**config.mk**
```make
export PLATFORM = sky130hd
export DESIGN_NAME = ddif_top
export DESIGN_NICKNAME = d
export VERILOG_FILES = /design/src/rtl/ddif_pkg.sv /design/src/rtl/ddif_cfg_if.sv /design/src/rtl/ddif_filter.sv /design/src/rtl/ddif_top.sv
export SDC_FILE = /design/constraint.sdc
export NUM_CORES = 1
export LEC_CHECK = 0
export BUFFER_PORTS_ARGS = -buffer_cell sky130_fd_sc_hd__clkbuf_2
export CORE_MARGIN = 4
export CORE_UTILIZATION = 25
export CTS_CLUSTER_SIZE = 30
export DETAILED_ROUTE_END_ITERATION = 6
export GPL_TIMING_DRIVEN = 0
export PLACE_DENSITY_LB_ADDON = 0.1
export SLEW_MARGIN = 20
export SYNTH_ARGS = -nofsm -noshare
export SYNTH_HDL_FRONTEND = slang
export SYNTH_SLANG_ARGS = --single-unit
```
**constraint.sdc**
```tcl
create_clock -name clock_i -period 4.05 [get_ports clock_i]
set_clock_uncertainty 0.2 [all_clocks]
set_input_delay 0.2025 -clock clock_i [delete_from_list [all_inputs] [get_ports clock_i]]
set_output_delay 0.2025 -clock clock_i [all_outputs]
set_load 0.01 [all_outputs]
```
**src/rtl/ddif_pkg.sv**
```systemverilog
package ddif_pkg;
	localparam int unsigned DDIF_CHANNELS = 8;
	localparam int unsigned DDIF_CLK_HZ   = 40000000;
	// Input delay figures in microseconds
	localparam int unsigned DDIF_DLY0_US  = 500;
	localparam int unsigned DDIF_DLY1_US  = 3000;
	localparam int unsigned DDIF_DLY2_US  = 15000;
	localparam int unsigned DDIF_DLY3_US  = 20000;
	localparam int unsigned DDIF_DLY0_CYC = DDIF_DLY0_US * (DDIF_CLK_HZ / 1000000);
	localparam int unsigned DDIF_DLY1_CYC = DDIF_DLY1_US * (DDIF_CLK_HZ / 1000000);
	localparam int unsigned DDIF_DLY2_CYC = DDIF_DLY2_US * (DDIF_CLK_HZ / 1000000);
	localparam int unsigned DDIF_DLY3_CYC = DDIF_DLY3_US * (DDIF_CLK_HZ / 1000000);
	localparam int unsigned DDIF_CNT_W    = 20;
	localparam logic [1:0]  DDIF_DLY_RST  = 2'h1;
	// Register byte addresses
	localparam logic [7:0] DDIF_A_CTRL    = 8'h00;
	localparam logic [7:0] DDIF_A_SC_EN   = 8'h04;
	localparam logic [7:0] DDIF_A_WB_EN   = 8'h08;
	localparam logic [7:0] DDIF_A_RISE_EN = 8'h0C;
	localparam logic [7:0] DDIF_A_FALL_EN = 8'h10;
	localparam logic [7:0] DDIF_A_LEVEL   = 8'h14;
	localparam logic [7:0] DDIF_A_SC_ST   = 8'h18;
	localparam logic [7:0] DDIF_A_WB_ST   = 8'h1C;
	localparam logic [7:0] DDIF_A_RISE_ST = 8'h20;
	localparam logic [7:0] DDIF_A_FALL_ST = 8'h24;
	localparam logic [7:0] DDIF_A_GROUP   = 8'h28;
	// Control field positions
	localparam int unsigned DDIF_CTRL_DLY_LO = 0;
	localparam int unsigned DDIF_CTRL_DIAG   = 2;
	localparam int unsigned DDIF_CTRL_HW     = 3;
	localparam logic [7:0]  DDIF_RST_BYTE    = 8'h00;
endpackage : ddif_pkg

```
**src/rtl/ddif_cfg_if.sv**
```systemverilog
`timescale 1ns/1ps
interface ddif_cfg_if;
	import ddif_pkg::*;
	logic [DDIF_CNT_W-1:0] limit;
	logic                  raw;
	logic                  level;
	modport ctrl (output limit, output raw, input level);
	modport filt (input limit, input raw, output level);
endinterface : ddif_cfg_if

```
**src/rtl/ddif_filter.sv**
```systemverilog
`timescale 1ns/1ps
module ddif_filter
	import ddif_pkg::*;
(
	input  wire logic clock_i,
	input  wire logic rst_b_i,
	ddif_cfg_if.filt  cfg
);
	logic                  level_reg;
	logic                  level_next;
	logic [DDIF_CNT_W-1:0] cnt_reg;
	logic [DDIF_CNT_W-1:0] cnt_next;

	// Symmetric stable-time debounce; counter restarts on any bounce
	always_comb begin
		level_next = level_reg;
		cnt_next   = '0;
		if (cfg.raw != level_reg) begin
			if (cnt_reg >= cfg.limit - 1'b1) begin
				level_next = cfg.raw;
			end else begin
				cnt_next = cnt_reg + 1'b1;
			end
		end
	end

	always_ff @(posedge clock_i or negedge rst_b_i) begin
		if (!rst_b_i) begin
			level_reg <= 1'b0;
			cnt_reg   <= '0;
		end else begin
			level_reg <= level_next;
			cnt_reg   <= cnt_next;
		end
	end

	assign cfg.level = level_reg;
endmodule : ddif_filter

```
**src/rtl/ddif_top.sv**
```systemverilog
`timescale 1ns/1ps
// Operation
// - Four module delays, 3 ms after reset
// - Same delay for both transition directions
// - Eight independent filtered input channels
// - Short-circuit report only when channel enabled
// - Wire-break report only when channel enabled
// - Diagnostic interrupt gated by diagnostic enable
// - Rising and falling edges separate sources
// - Rising interrupt needs channel enable
// - Falling interrupt needs channel enable
// - Module hardware enable gates edge enables
module ddif_top
	import ddif_pkg::*;
#(
	parameter int unsigned DLY0_CYC = DDIF_DLY0_CYC,
	parameter int unsigned DLY1_CYC = DDIF_DLY1_CYC,
	parameter int unsigned DLY2_CYC = DDIF_DLY2_CYC,
	parameter int unsigned DLY3_CYC = DDIF_DLY3_CYC
) (
	input  wire logic                       clock_i,
	input  wire logic                       rst_b_i,
	input  wire logic [ddif_pkg::DDIF_CHANNELS-1:0] in_pin_i,
	input  wire logic [ddif_pkg::DDIF_CHANNELS-1:0] short_det_i,
	input  wire logic [ddif_pkg::DDIF_CHANNELS-1:0] break_det_i,
	input  wire logic [7:0]                 addr_i,
	input  wire logic [31:0]                wdata_i,
	input  wire logic                       wr_i,
	input  wire logic                       rd_i,
	output logic      [31:0]                rdata_o,
	output logic      [ddif_pkg::DDIF_CHANNELS-1:0] level_o,
	output logic      [ddif_pkg::DDIF_CHANNELS-1:0] chan_fault_o,
	output logic                            group_fault_indicator_o,
	output logic                            diag_irq_o,
	output logic                            hw_irq_o
);
	import ddif_pkg::*;
	localparam int unsigned N = DDIF_CHANNELS;

	function automatic logic [N-1:0] w1c(input logic [N-1:0] st, input logic [N-1:0] set,
		input logic clr_en, input logic [N-1:0] clr);
		// Set wins over a same-cycle clear
		w1c = (clr_en ? (st & ~clr) : st) | set;
	endfunction : w1c

	function automatic logic [2:0] sync_step(input logic [2:0] s, input logic d);
		sync_step = {s[1:0], d};
	endfunction : sync_step

	function automatic logic any_set(input logic [N-1:0] v);
		any_set = |v;
	endfunction : any_set

	function automatic logic wr_hit(input logic we, input logic [7:0] a, input logic [7:0] target);
		wr_hit = we && (a == target);
	endfunction : wr_hit

	// Input synchronisers: stage0 feeds stage1 only; stages 1 and 2 must agree
	logic [2:0] in_s_reg [N];
	logic [2:0] in_s_next[N];
	logic [2:0] sc_s_reg [N];
	logic [2:0] sc_s_next[N];
	logic [2:0] wb_s_reg [N];
	logic [2:0] wb_s_next[N];
	logic [N-1:0] in_q_reg;
	logic [N-1:0] in_q_next;
	logic [N-1:0] sc_q_reg;
	logic [N-1:0] sc_q_next;
	logic [N-1:0] wb_q_reg;
	logic [N-1:0] wb_q_next;

	always_comb begin
		in_q_next = in_q_reg;
		sc_q_next = sc_q_reg;
		wb_q_next = wb_q_reg;
		for (int i = 0; i < N; i++) begin
			in_s_next[i] = sync_step(in_s_reg[i], in_pin_i[i]);
			sc_s_next[i] = sync_step(sc_s_reg[i], short_det_i[i]);
			wb_s_next[i] = sync_step(wb_s_reg[i], break_det_i[i]);
			if (in_s_reg[i][1] == in_s_reg[i][2]) begin
				in_q_next[i] = in_s_reg[i][2];
			end
			if (sc_s_reg[i][1] == sc_s_reg[i][2]) begin
				sc_q_next[i] = sc_s_reg[i][2];
			end
			if (wb_s_reg[i][1] == wb_s_reg[i][2]) begin
				wb_q_next[i] = wb_s_reg[i][2];
			end
		end
	end

	always_ff @(posedge clock_i or negedge rst_b_i) begin
		if (!rst_b_i) begin
			for (int i = 0; i < N; i++) begin
				in_s_reg[i] <= 3'h0;
				sc_s_reg[i] <= 3'h0;
				wb_s_reg[i] <= 3'h0;
			end
			in_q_reg <= '0;
			sc_q_reg <= '0;
			wb_q_reg <= '0;
		end else begin
			in_s_reg <= in_s_next;
			sc_s_reg <= sc_s_next;
			wb_s_reg <= wb_s_next;
			in_q_reg <= in_q_next;
			sc_q_reg <= sc_q_next;
			wb_q_reg <= wb_q_next;
		end
	end

	// Configuration registers
	logic [1:0]   dly_reg;
	logic [1:0]   dly_next;
	logic         diag_en_reg;
	logic         diag_en_next;
	logic         hw_en_reg;
	logic         hw_en_next;
	logic [N-1:0] sc_en_reg;
	logic [N-1:0] sc_en_next;
	logic [N-1:0] wb_en_reg;
	logic [N-1:0] wb_en_next;
	logic [N-1:0] rise_en_reg;
	logic [N-1:0] rise_en_next;
	logic [N-1:0] fall_en_reg;
	logic [N-1:0] fall_en_next;
	logic         wr_ctrl;
	logic         wr_sc_en;
	logic         wr_wb_en;
	logic         wr_rise_en;
	logic         wr_fall_en;
	logic         wr_sc_st;
	logic         wr_wb_st;
	logic         wr_rise_st;
	logic         wr_fall_st;

	// One decoded write strobe per writable register (none for LEVEL or GROUP)
	assign wr_ctrl    = wr_hit(wr_i, addr_i, DDIF_A_CTRL);
	assign wr_sc_en   = wr_hit(wr_i, addr_i, DDIF_A_SC_EN);
	assign wr_wb_en   = wr_hit(wr_i, addr_i, DDIF_A_WB_EN);
	assign wr_rise_en = wr_hit(wr_i, addr_i, DDIF_A_RISE_EN);
	assign wr_fall_en = wr_hit(wr_i, addr_i, DDIF_A_FALL_EN);
	assign wr_sc_st   = wr_hit(wr_i, addr_i, DDIF_A_SC_ST);
	assign wr_wb_st   = wr_hit(wr_i, addr_i, DDIF_A_WB_ST);
	assign wr_rise_st = wr_hit(wr_i, addr_i, DDIF_A_RISE_ST);
	assign wr_fall_st = wr_hit(wr_i, addr_i, DDIF_A_FALL_ST);

	always_comb begin
		dly_next     = dly_reg;
		diag_en_next = diag_en_reg;
		hw_en_next   = hw_en_reg;
		sc_en_next   = sc_en_reg;
		wb_en_next   = wb_en_reg;
		rise_en_next = rise_en_reg;
		fall_en_next = fall_en_reg;
		if (wr_ctrl) begin
			dly_next     = wdata_i[DDIF_CTRL_DLY_LO +: 2];
			diag_en_next = wdata_i[DDIF_CTRL_DIAG];
			hw_en_next   = wdata_i[DDIF_CTRL_HW];
		end
		if (wr_sc_en) begin
			sc_en_next = wdata_i[N-1:0];
		end
		if (wr_wb_en) begin
			wb_en_next = wdata_i[N-1:0];
		end
		// edge enables writable only with module enable
		if (wr_rise_en && hw_en_reg) begin
			rise_en_next = wdata_i[N-1:0];
		end
		if (wr_fall_en && hw_en_reg) begin
			fall_en_next = wdata_i[N-1:0];
		end
	end

	always_ff @(posedge clock_i or negedge rst_b_i) begin
		if (!rst_b_i) begin
			dly_reg     <= DDIF_DLY_RST;
			diag_en_reg <= 1'b0;
			hw_en_reg   <= 1'b0;
			sc_en_reg   <= DDIF_RST_BYTE;
			wb_en_reg   <= DDIF_RST_BYTE;
			rise_en_reg <= DDIF_RST_BYTE;
			fall_en_reg <= DDIF_RST_BYTE;
		end else begin
			dly_reg     <= dly_next;
			diag_en_reg <= diag_en_next;
			hw_en_reg   <= hw_en_next;
			sc_en_reg   <= sc_en_next;
			wb_en_reg   <= wb_en_next;
			rise_en_reg <= rise_en_next;
			fall_en_reg <= fall_en_next;
		end
	end

	logic [DDIF_CNT_W-1:0] limit;
	always_comb begin
		case (dly_reg)
			2'h0:    limit = DDIF_CNT_W'(DLY0_CYC);
			2'h1:    limit = DDIF_CNT_W'(DLY1_CYC);
			2'h2:    limit = DDIF_CNT_W'(DLY2_CYC);
			default: limit = DDIF_CNT_W'(DLY3_CYC);
		endcase
	end

	logic [N-1:0] level;
	for (genvar g = 0; g < N; g++) begin : g_chan
		ddif_cfg_if cfg_if ();
		assign cfg_if.limit = limit;
		assign cfg_if.raw   = in_q_reg[g];
		assign level[g]     = cfg_if.level;
		ddif_filter u_filt (
			.clock_i (clock_i),
			.rst_b_i (rst_b_i),
			.cfg     (cfg_if.filt)
		);
	end

	// Edge detection and sticky status
	logic [N-1:0] lvl_d_reg;
	logic [N-1:0] rise_st_reg;
	logic [N-1:0] rise_st_next;
	logic [N-1:0] fall_st_reg;
	logic [N-1:0] fall_st_next;
	logic [N-1:0] sc_st_reg;
	logic [N-1:0] sc_st_next;
	logic [N-1:0] wb_st_reg;
	logic [N-1:0] wb_st_next;
	logic [N-1:0] rise_ev;
	logic [N-1:0] fall_ev;
	logic [N-1:0] edge_gate;

	assign rise_ev   = level & ~lvl_d_reg;
	assign fall_ev   = ~level & lvl_d_reg;
	assign edge_gate = {N{hw_en_reg}};

	always_comb begin
		rise_st_next = w1c(rise_st_reg, rise_ev & rise_en_reg & edge_gate,
			wr_rise_st, wdata_i[N-1:0]);
		fall_st_next = w1c(fall_st_reg, fall_ev & fall_en_reg & edge_gate,
			wr_fall_st, wdata_i[N-1:0]);
		sc_st_next   = w1c(sc_st_reg, sc_q_reg & sc_en_reg,
			wr_sc_st, wdata_i[N-1:0]);
		wb_st_next   = w1c(wb_st_reg, wb_q_reg & wb_en_reg,
			wr_wb_st, wdata_i[N-1:0]);
	end

	always_ff @(posedge clock_i or negedge rst_b_i) begin
		if (!rst_b_i) begin
			lvl_d_reg   <= '0;
			rise_st_reg <= '0;
			fall_st_reg <= '0;
			sc_st_reg   <= '0;
			wb_st_reg   <= '0;
		end else begin
			lvl_d_reg   <= level;
			rise_st_reg <= rise_st_next;
			fall_st_reg <= fall_st_next;
			sc_st_reg   <= sc_st_next;
			wb_st_reg   <= wb_st_next;
		end
	end

	// Read port, data one cycle after strobe; unmapped reads zero
	logic [31:0] rdata_reg;
	logic [31:0] rdata_next;
	always_comb begin
		rdata_next = 32'h0;
		if (rd_i) begin
			case (addr_i)
				DDIF_A_CTRL:    rdata_next = {28'h0, hw_en_reg, diag_en_reg, dly_reg};
				DDIF_A_SC_EN:   rdata_next = {24'h0, sc_en_reg};
				DDIF_A_WB_EN:   rdata_next = {24'h0, wb_en_reg};
				DDIF_A_RISE_EN: rdata_next = {24'h0, rise_en_reg};
				DDIF_A_FALL_EN: rdata_next = {24'h0, fall_en_reg};
				DDIF_A_LEVEL:   rdata_next = {24'h0, level};
				DDIF_A_SC_ST:   rdata_next = {24'h0, sc_st_reg};
				DDIF_A_WB_ST:   rdata_next = {24'h0, wb_st_reg};
				DDIF_A_RISE_ST: rdata_next = {24'h0, rise_st_reg};
				DDIF_A_FALL_ST: rdata_next = {24'h0, fall_st_reg};
				DDIF_A_GROUP:   rdata_next = {31'h0, group_fault_indicator_o};
				default:        rdata_next = 32'h0;
			endcase
		end
	end

	always_ff @(posedge clock_i or negedge rst_b_i) begin
		if (!rst_b_i) begin
			rdata_reg <= 32'h0;
		end else begin
			rdata_reg <= rdata_next;
		end
	end

	// Outputs taken from next values, so registering adds no latency
	logic [N-1:0] fault_reg;
	logic [N-1:0] fault_next;
	logic         group_reg;
	logic         group_next;
	logic         diag_irq_reg;
	logic         diag_irq_next;
	logic         hw_irq_reg;
	logic         hw_irq_next;

	always_comb begin
		fault_next    = sc_st_next | wb_st_next;
		// group flag is OR of faults
		group_next    = any_set(fault_next);
		diag_irq_next = diag_en_next && any_set(fault_next);
		// Edge status already gated at set time, so level output stays simple
		hw_irq_next   = hw_en_next && any_set(rise_st_next | fall_st_next);
	end

	always_ff @(posedge clock_i or negedge rst_b_i) begin
		if (!rst_b_i) begin
			fault_reg    <= '0;
			group_reg    <= 1'b0;
			diag_irq_reg <= 1'b0;
			hw_irq_reg   <= 1'b0;
		end else begin
			fault_reg    <= fault_next;
			group_reg    <= group_next;
			diag_irq_reg <= diag_irq_next;
			hw_irq_reg   <= hw_irq_next;
		end
	end

	assign rdata_o      = rdata_reg;
	assign level_o      = level;
	assign chan_fault_o = fault_reg;
	assign group_fault_indicator_o = group_reg;
	assign diag_irq_o   = diag_irq_reg;
	assign hw_irq_o     = hw_irq_reg;
endmodule : ddif_top

```
* Word-level counts from Yosys, hierarchy flattened
Index checks and enable logic that the tools add are counted.
** Storage, ports and cells
- Flip-flop bits (word level) :: 383
- Logic and storage cells :: 213
** Operators by class
- $add $sub $neg :: 9
- Magnitude comparators :: 8
- Reduce and logical (&&, ||, !) cells :: 25
- Mux-type cells :: 25
- Equality and inequality tests :: 44
- Bitwise logic cells :: 21
** Operator list (number)
- two-way mux 20 bit :: 16
- adder 20 x 1 -> 20 bit, second input constant :: 8
- >= comparator 20 bit :: 8
- bitwise AND 8 bit :: 12
- one-hot mux 8 bit (11 select lines) :: 1
- one-hot mux 20 bit (3 select lines) :: 1
- OR 8 bit :: 6
- two-way mux 8 bit :: 5
- == test 8 x 5 -> 1 bit, second input constant :: 4
- == test 1 bit :: 24
- == test 8 x 6 -> 1 bit, second input constant :: 3
- inverter 8 bit :: 3
- subtractor 20 x 1 -> 20 bit, second input constant :: 1
- == test 8 x 4 -> 1 bit, second input constant :: 2
- AND reduction 2 bit :: 8
- OR reduction 8 bit :: 2
- logical AND 1 bit :: 13
- == test 8 x 3 -> 1 bit, second input constant :: 1
- zero test 8 bit :: 1
- != test 1 bit :: 8
- == test 2 x 1 -> 1 bit, second input constant :: 1
- == test 2 bit, second input constant :: 1
- zero test 2 bit :: 1
- two-way mux 1 bit :: 2

* Longest topological paths before layout
Gate-level depths: netlist of the first run.
- Depth after elaboration :: 8
- Gate-level depth with buffers :: 10
- Mapped depth without buffers :: 9

* Hierarchy
A second synthesis of the first run with hierarchy kept.
** Second synthesis, totals
- Cell total of the unflattened synthesis :: 2117
- Area, all modules :: 21594.5 um^2
** Modules (own cells, without submodules)
- ddif_filter at g_chan[1].u_filt ... :: cells an instance 194, area each 1779.2 um^2, times used 5
- ddif_top :: cells an instance 553, area each 7358.3 um^2, times used 1
- ddif_filter at g_chan[7].u_filt :: cells an instance 206, area each 1878.1 um^2, times used 1
- ddif_filter at g_chan[0].u_filt :: cells an instance 198, area each 1742.9 um^2, times used 1
- ddif_filter at g_chan[3].u_filt :: cells an instance 190, area each 1719.1 um^2, times used 1

* Worst setup path after synthesis of the first run
No wires, ideal clock.
- Path type :: flip-flop to flip-flop
- Start point :: reg dly_reg[0]
- End point :: reg g_chan[0].u_filt.cnt_reg[10]
- Setup slack :: 0.557 ns
- Path buffers :: 1
- Cell stages (with the launch flop) :: 11
- Library setup time :: 0.072 ns
- Arrival :: 3.221 ns
- Data required time :: 3.778 ns
- Path through :: dfstp_2 -> inv_1 -> ha_1 -> o21ai_0 -> ha_1 -> nand4_1 -> nor3_1 -> a221oi_1 -> o2111ai_1 -> clkbuf_1 -> nor2_1
** On the way
- Longest elaborated chain between the ends :: 6
- Elaborated cells on any way between the ends :: 8
- Those cells by class :: 1 x add/sub; 1 x order compare; 2 x eq/ne; 3 x mux; 1 x reduce/logical
** Ends and longest elaborated chain
- start, declared :: RTL line ddif_top.sv:113 : logic [1:0] dly_reg;
- start signal, assigned :: RTL line ddif_top.sv:186 : dly_reg <= dly_next;
- == test 2 bit, or another cell as far along :: RTL line ddif_top.sv:198 : case (dly_reg)
- one-hot mux 20 bit (3 select lines) (*) :: RTL line ddif_top.sv:198
- subtractor 20 x 1 -> 20 bit (*) :: RTL line ddif_filter.sv:19 : if (cnt_reg >= cfg.limit - 1'b1) begin
- >= comparator 20 bit (*) :: RTL line ddif_filter.sv:19
- two-way mux 20 bit (*) :: RTL line ddif_filter.sv:19
- two-way mux 20 bit (*) :: RTL line ddif_filter.sv:18 : if (cfg.raw != level_reg) begin
- named net g_chan[0].u_filt.cnt_next[10] :: RTL line ddif_filter.sv:12 : logic [DDIF_CNT_W-1:0] cnt_next;
- end signal, assigned :: RTL line ddif_filter.sv:33 : cnt_reg <= cnt_next;
- end, declared :: RTL line ddif_filter.sv:11 : logic [DDIF_CNT_W-1:0] cnt_reg;
The timed path passes the listed nets; every way through them passes the cells marked *.
A chain may end at the register's enable or synchronous reset.

* Final worst setup path of the first run
- Start point :: reg dly_reg[0]
- End point :: reg g_chan[4].u_filt.cnt_reg[18]
** On the way
- Longest elaborated chain between the ends :: 6
- Elaborated cells on any way between the ends :: 8
- Those cells by class :: 1 x add/sub; 1 x order compare; 2 x eq/ne; 3 x mux; 1 x reduce/logical
** Ends and longest elaborated chain (RTL line)
- == test 2 bit, or another cell as far along :: ddif_top.sv:198
- one-hot mux 20 bit (3 select lines) (*) :: ddif_top.sv:198
- subtractor 20 x 1 -> 20 bit (*) :: ddif_filter.sv:19
- >= comparator 20 bit (*) :: ddif_filter.sv:19
- two-way mux 20 bit (*) :: ddif_filter.sv:19
- two-way mux 20 bit (*) :: ddif_filter.sv:18
- named net g_chan[4].u_filt.cnt_next[18] :: ddif_filter.sv:12
- end signal, assigned :: ddif_filter.sv:33
- end, declared :: ddif_filter.sv:11
Marks and branches as above.

==> reports/summary.txt, run 1 <==
Yosys cell types - 63
Largest delay share family, worst path - buffers and inverters
Post-Layout Cell Count - 2767
Port Buf Inserts - 66
Max_cap viols - 0
H-tree levels - 2
Die Y - 272 um
Post-synth top area share - 51.4%
Largest net degree at the start of global routing - 79
Final period utilization - 92.5%
Yosys top cell by area - dfrtp_1
Status - completed
GP Congestion - 0.777
DRC viols - 0
Vias per inst - 4.51
Slowest cell on crit path - dfstp_4
Final hold violations - 0
Register area - 0.00899 mm^2
Top_reg_cell synth - dfrtp_1
Hpwl dp - 33200 um
Crit-path max FO - 18
Post-synth EDFFs - 0
Fin nets - 1986
Synth Cell Area - 0.0174 mm^2
Buf/Inv on CP - 3
Reg clk slew, reported paths - 0.06 ns
Die area - 0.0741 mm^2
Global-route wire length before repair - 76500 um
Synthesized instance count - 1607
Clk root buf - clkbuf_16
Register area share after synthesis - 51.5%
Critical Path AT - 4.03 ns
Clk buf depth - 3
Max reg flops - 160
Share of layout cells above drive strength 1 - 12.7%
Cell Pwr Density - 406 mW/mm^2
CTS tree - built
Synth async-reset ratio - 100%
Ant diodes - 0
Fill count - 7028
TritonRoute pass-1 iters - 5
LEAKAGE - 9.39 nW
Synth Warn # - 0
Worst Path Required - 4.33 ns
Post-route cell area - 0.0213 mm^2
Routed wire length - 47700 um
CTS sink cnt - 359
Inserted Clock Buffers - 46
Fin crit period - 3.75 ns
Grt ovf - 0
Final ANT Viol Nets - 0
Antenna violations before repair - 0
Worst-path cell chain - clkinvlp_4 > ha_4 > inv_1 > ha_1 > nand2_1 > o21bai_1 > a221oi_1 > o2111ai_1 > clkbuf_1 > nor2_1
Fmax - 267 MHz
Routed WL per cell - 17.2 um
Max Transition Viols Final - 0
Area of the multi-input gates - 0.00802 mm^2
Setup crit end kind - flop
Min-delay worst type - primary input to async pin
Vias in the first global route - 12857
Drt initial violations - 628
Post-synthesis register bit count - 359
Final setup vio count - 0
Dpl cells - 2634
Syn avg cell area - 10.9 um^2
Cell Area, Placed - 0.0192 mm^2
Vias - 12469
Critical path type - flop to flop
Crit path largest cell delay - 0.79 ns
Area contributors post-synth - dfrtp_1 (51%), ha_1 (8.5%), nor2_1 (4.5%)
Ports - 119
Core region area - 0.0688 mm^2
Startpoint types - flop
Die Span X - 272 um
Worst-Skew Late Latency - 0.57 ns
Worst rel slew slack - 29.6%
Worst-margin pin slew - 1.05 ns
Num rows - 96
Worst vdd ir - 0.241 mV
GRT Resource Usage Total - 13.0%
Initial Util - 25.3%
Setup repair after global routing missed its margin - no
Area Overhead vs Synth - 22.0%
## through the flow
stage	hold WS (ns)	power (mW)	worst slack, ns	util, %	TNS [ns]
2_1_floorplan	-0.293	4.14	0.557	-	0
3_3_place_gp	0.112	4.40	-6.07	27.6	-2490.26
3_5_place_dp	0.0847	4.42	-0.619	27.9	-82.13
4_1_cts	0.0144	8.83	0.148	30.9	0
5_1_grt	0.0449	9.07	0.0102	30.9	0
6_report	0.0231	8.63	0.304	30.9	0
## path summary, 6_finish.rpt
kind                               from                           end  slack, ns  cells after the start
max reg2reg                  dly_reg[0]  g_chan[4].u_filt.cnt_reg[18]       0.30                     10
min reg2reg                wb_s_next[4]                  wb_s_next[5]       0.14                      0
min                             rst_b_i   g_chan[3].u_filt.cnt_reg[4]       0.02                      2
min in group clock_i               wr_i                rise_st_reg[1]       0.05                      4
max                          dly_reg[0]  g_chan[4].u_filt.cnt_reg[18]       0.30                     10
max in group asynchronous       rst_b_i                  wb_st_reg[2]       2.42                      4
## where the power goes
group          total, mW  switching, mW  internal [mW]
logic              0.583          0.367          0.215
clock network       4.25           1.61           2.64
registers           3.80         0.0963           3.71
## cells in the mapped netlist, types with 8 or more instances
cell,count
and4b_1,15
nor3_1,31
a22oi_1,14
ha_1,118
nand3_1,47
and4_1,16
mux2_2,20
a21o_1,33
dfrtp_1,358
a21oi_1,32
clkbuf_1,38
o21ai_0,32
a221oi_1,11
nand4_1,65
maj3_1,24
xor2_1,75
a22o_1,14
nand4b_1,13
inv_1,33
o211ai_1,8
nand2b_1,10
o41ai_1,11
and3_1,18
buf_4,34
o21ai_1,12
nor4_1,22
nand2_1,140
nor2_1,209
xnor2_1,77
## layout make-up
type	instances	area share, %
multi-input combinational	1160	37.7
sequential	359	42.2
timing repair buffer	122	4.57
buffer	78	2.05
inverter	33	0.600
clock buffer	65	6.17
clock inverter	19	1.21
tap	931	5.47
## repair_timing
action / 4_1_cts / 5_1_grt
endpoints found under the hold margin: 174 / 0
pin swaps: 0 / 1
setup buffers: 1 / 3
gates resized for setup: 3 / 4
setup endpoints to repair: 168 / 51
hold buffers: 45 / 0
## kinds of logic after synthesis
family / synth area share (%)
flops: 51.5
buf+inv: 3.20
other cells: 0.0215
mux: 1.87
compound gates: 8.26
simple gates: 17.7
fa+ha+maj: 9.84
xor+xnor: 7.63
## cell usage in the layout (no fill, tap or decap), types with 7 or more instances in the layout
master,Yosys,routed
nand2b_1,10,10
o21bai_1,7,7
xnor2_1,77,77
ha_1,118,117
dlygate4sd3_1,0,45
inv_1,33,32
nor3_1,31,30
clkbuf_16,0,47
and4b_1,15,15
conb_1,1,24
o41ai_1,11,11
nor2_1,209,208
mux2_2,20,20
a21oi_1,32,32
clkbuf_2,0,67
a21o_1,33,33
o2111ai_1,7,7
o211ai_1,8,8
dfrtp_1,358,358
nand4_1,65,65
a22oi_1,14,14
a22o_1,14,14
a221oi_1,11,11
and4_1,16,16
xor2_1,75,75
o21ai_0,32,31
clkbuf_8,0,8
or4_1,7,7
nor4_1,22,22
clkbuf_1,38,47
nand3_1,47,47
a221o_1,7,7
and3_1,18,18
maj3_1,24,24
nand4b_1,13,13
o21ai_1,12,12
nand2_1,140,140
clkinv_2,0,9
buf_4,34,37
## layer usage
layer	wire, um	share of wire, %	vias to the layer above	global-route usage, %
li1	-	-	6102	-
met1	23300	49	6128	18.7
met2	21700	45	167	20.4
met3	1690	3.5	72	2.20
met4	1050	2.2	0	3.46
met5	0	0	-	0
## worst reg2reg max path, stage by stage, from the launching register on
cell and delay, ns:
dfstp_4 0.79, clkinvlp_4 0.23, ha_4 0.33, inv_1 0.50
ha_1 0.35, nand2_1 0.10, o21bai_1 0.08, a221oi_1 0.45
o2111ai_1 0.17, clkbuf_1 0.28, nor2_1 0.17
Power figures use the tool's default switching activity.
==> run 2, diff against run 1 <==
--- a/config.mk
+++ b/config.mk
@@ -12,6 +12,8 @@
 export DETAILED_ROUTE_END_ITERATION = 6
 export GPL_TIMING_DRIVEN = 0
 export PLACE_DENSITY_LB_ADDON = 0.1
+export REMOVE_ABC_BUFFERS = 1
+export SETUP_SLACK_MARGIN = 0.4
 export SLEW_MARGIN = 20
 export SYNTH_ARGS = -nofsm -noshare
 export SYNTH_HDL_FRONTEND = slang
==> run 2 against run 1 <==
Sequential power barely moved; first-iteration DRC count is 9.9% higher; flip-flop and latch count stayed put; critical endpoint is now g_chan[6].u_filt.cnt_reg[15]; largest power group unchanged; highest routed layer unchanged.
==> reports/summary.txt, run 2 (synthesis gave the netlist of run 1 again) <==
Final period utilization - 83.8%
Ports - 119
Area Overhead vs Synth - 21.5%
Fmax - 295 MHz
Die Y - 272 um
Met1 Use GR - 17.4%
GRT Max-Usage Layer - met2
Die area - 0.0741 mm^2
Final ANT Viol Nets - 0
Setup crit end kind - flop
Worst vdd ir - 0.238 mV
GRT Resource Usage Total - 12.6%
Worst Path Required - 4.35 ns
Clk buf depth - 3
Commonest non-fill, non-tap cell in the layout - dfrtp_1
Core Util, Final - 30.8%
Critical Path AT - 3.69 ns
Commonest non-fill, non-tap cells in the layout - dfrtp_1 (358), nor2_1 (208), nand2_1 (140)
Post-Layout Cell Count - 2718
Power, Total - 8.55 mW
Largest net degree at the start of global routing - 83
DRC viols - 0
Die Span X - 272 um
Reg clk slew, reported paths - 0.06 ns
Setup repair after global routing missed its margin - no
GP Congestion - 0.750
Share of layout cells above drive strength 1 - 13.5%
Max_cap viols - 0
CTS tree - built
Fin crit period - 3.39 ns
Ant diodes - 0
Cell Pwr Density - 404 mW/mm^2
Clk root buf - clkbuf_16
Worst rel slew slack - 26.7%
GR Util met2 - 20.5%
Startpoint types - flop
Worst-margin pin slew - 1.09 ns
Crit-path max FO - 15
Grt ovf - 0
Fin nets - 1942
LEAKAGE - 9.30 nW
Final setup vio count - 0
Max reg flops - 160
Place WS - -0.790 ns
CTS sink cnt - 359
Routed WL per cell - 17.0 um
Dpl cells - 2571
Final WS setup - 0.657 ns
Cell Area, Placed - 0.0190 mm^2
Vias - 12313
Port Buf Inserts - 70
Fin Hold WS - 0.0343 ns
Worst-Skew Late Latency - 0.59 ns
TritonRoute pass-1 iters - 4
Num rows - 96
GR Util met3 - 2.25%
Status - completed
H-tree levels - 2
Core region area - 0.0688 mm^2
Drt initial violations - 690
Min-delay worst type - primary input to flop
Vias per inst - 4.53
Final hold violations - 0
Global-route wire length before repair - 74300 um
Post-route cell area - 0.0212 mm^2
Vias in the first global route - 12730
Antenna violations before repair - 1
Critical path type - flop to flop
Fill count - 7034
Initial Util - 25.3%
Hpwl dp - 31500 um
TNS Setup - 0 ns
Inserted Clock Buffers - 45
Routed wire length - 46300 um
Max Transition Viols Final - 0
-- run 2: cell types whose count changed in the layout (fill, tap and decap cells not counted), moves of 2 or more --
cell / change
clkbuf_1: -37
dlygate4sd3_1: -7
clkinvlp_4: +6
o2111ai_1: -6
o2111ai_2: +6
buf_2: -5
buf_4: -5
inv_1: -5
buf_6: +4
clkinv_2: -4
buf_12: +2
clkbuf_2: +2
inv_6: -2
-- run 2: worst max-delay path: stages, from the launching register on --
cell and delay, ns:
dfstp_4 0.64, buf_4 0.17, ha_1 0.20, clkinvlp_4 0.20
buf_4 0.25, ha_1 0.30, a21o_1 0.18, a221o_1 0.38
nand4b_1 0.16, o2111ai_2 0.26, buf_6 0.24, nor2_1 0.11
-- run 2: worst paths after layout --
check | endpoint | from | slack, ns | cells after the start
setup / recovery | g_chan[6].u_filt.cnt_reg[15] | dly_reg[0] | 0.66 | 11
max in group asynchronous | dly_reg[0] | rst_b_i | 2.51 | 5
setup reg to reg | g_chan[6].u_filt.cnt_reg[15] | dly_reg[0] | 0.66 | 11
min in group asynchronous | g_chan[2].u_filt.cnt_reg[7] | rst_b_i | 0.04 | 3
hold / removal | rdata_o[2] | rd_i | 0.03 | 3
hold reg to reg | in_s_next[5] | in_s_next[4] | 0.14 | 0
-- run 2: repair_timing --
item                                   CTS  global route
gates resized for setup                  9             1
setup endpoints to repair              168             3
hold buffers                            37             1
endpoints found under the hold margin  378             1
buffers inserted                        30             0
pin swaps                                8             0
-- run 2: layout make-up --
class                      count  area [um^2]  share of cell area (%)
clock buffer                  63         1280                    6.06
tap                          931         1160                    5.50
inverter                      33          146                   0.691
clock inverter                15          234                    1.10
timing repair buffer         157         1280                    6.04
multi-input combinational   1160         8100                    38.2
sequential                   359         8990                    42.4
-- run 2: where the power goes --
| group | leakage, nW | internal, mW | switching [mW] |
|---|---|---|---|
| Clock | 0.736 | 2.53 | 1.62 |
| Sequential | 4.64 | 3.71 | 0.0932 |
| Combinational | 3.92 | 0.238 | 0.369 |
| Total | 9.30 | 6.47 | 2.08 |
-- run 2: layer usage --
metal  wire length [um]  up-vias
met5                  0        -
met1              22400     6111
met4               1100        0
met2              21400      118
met3               1450       66
li1                   -     6018
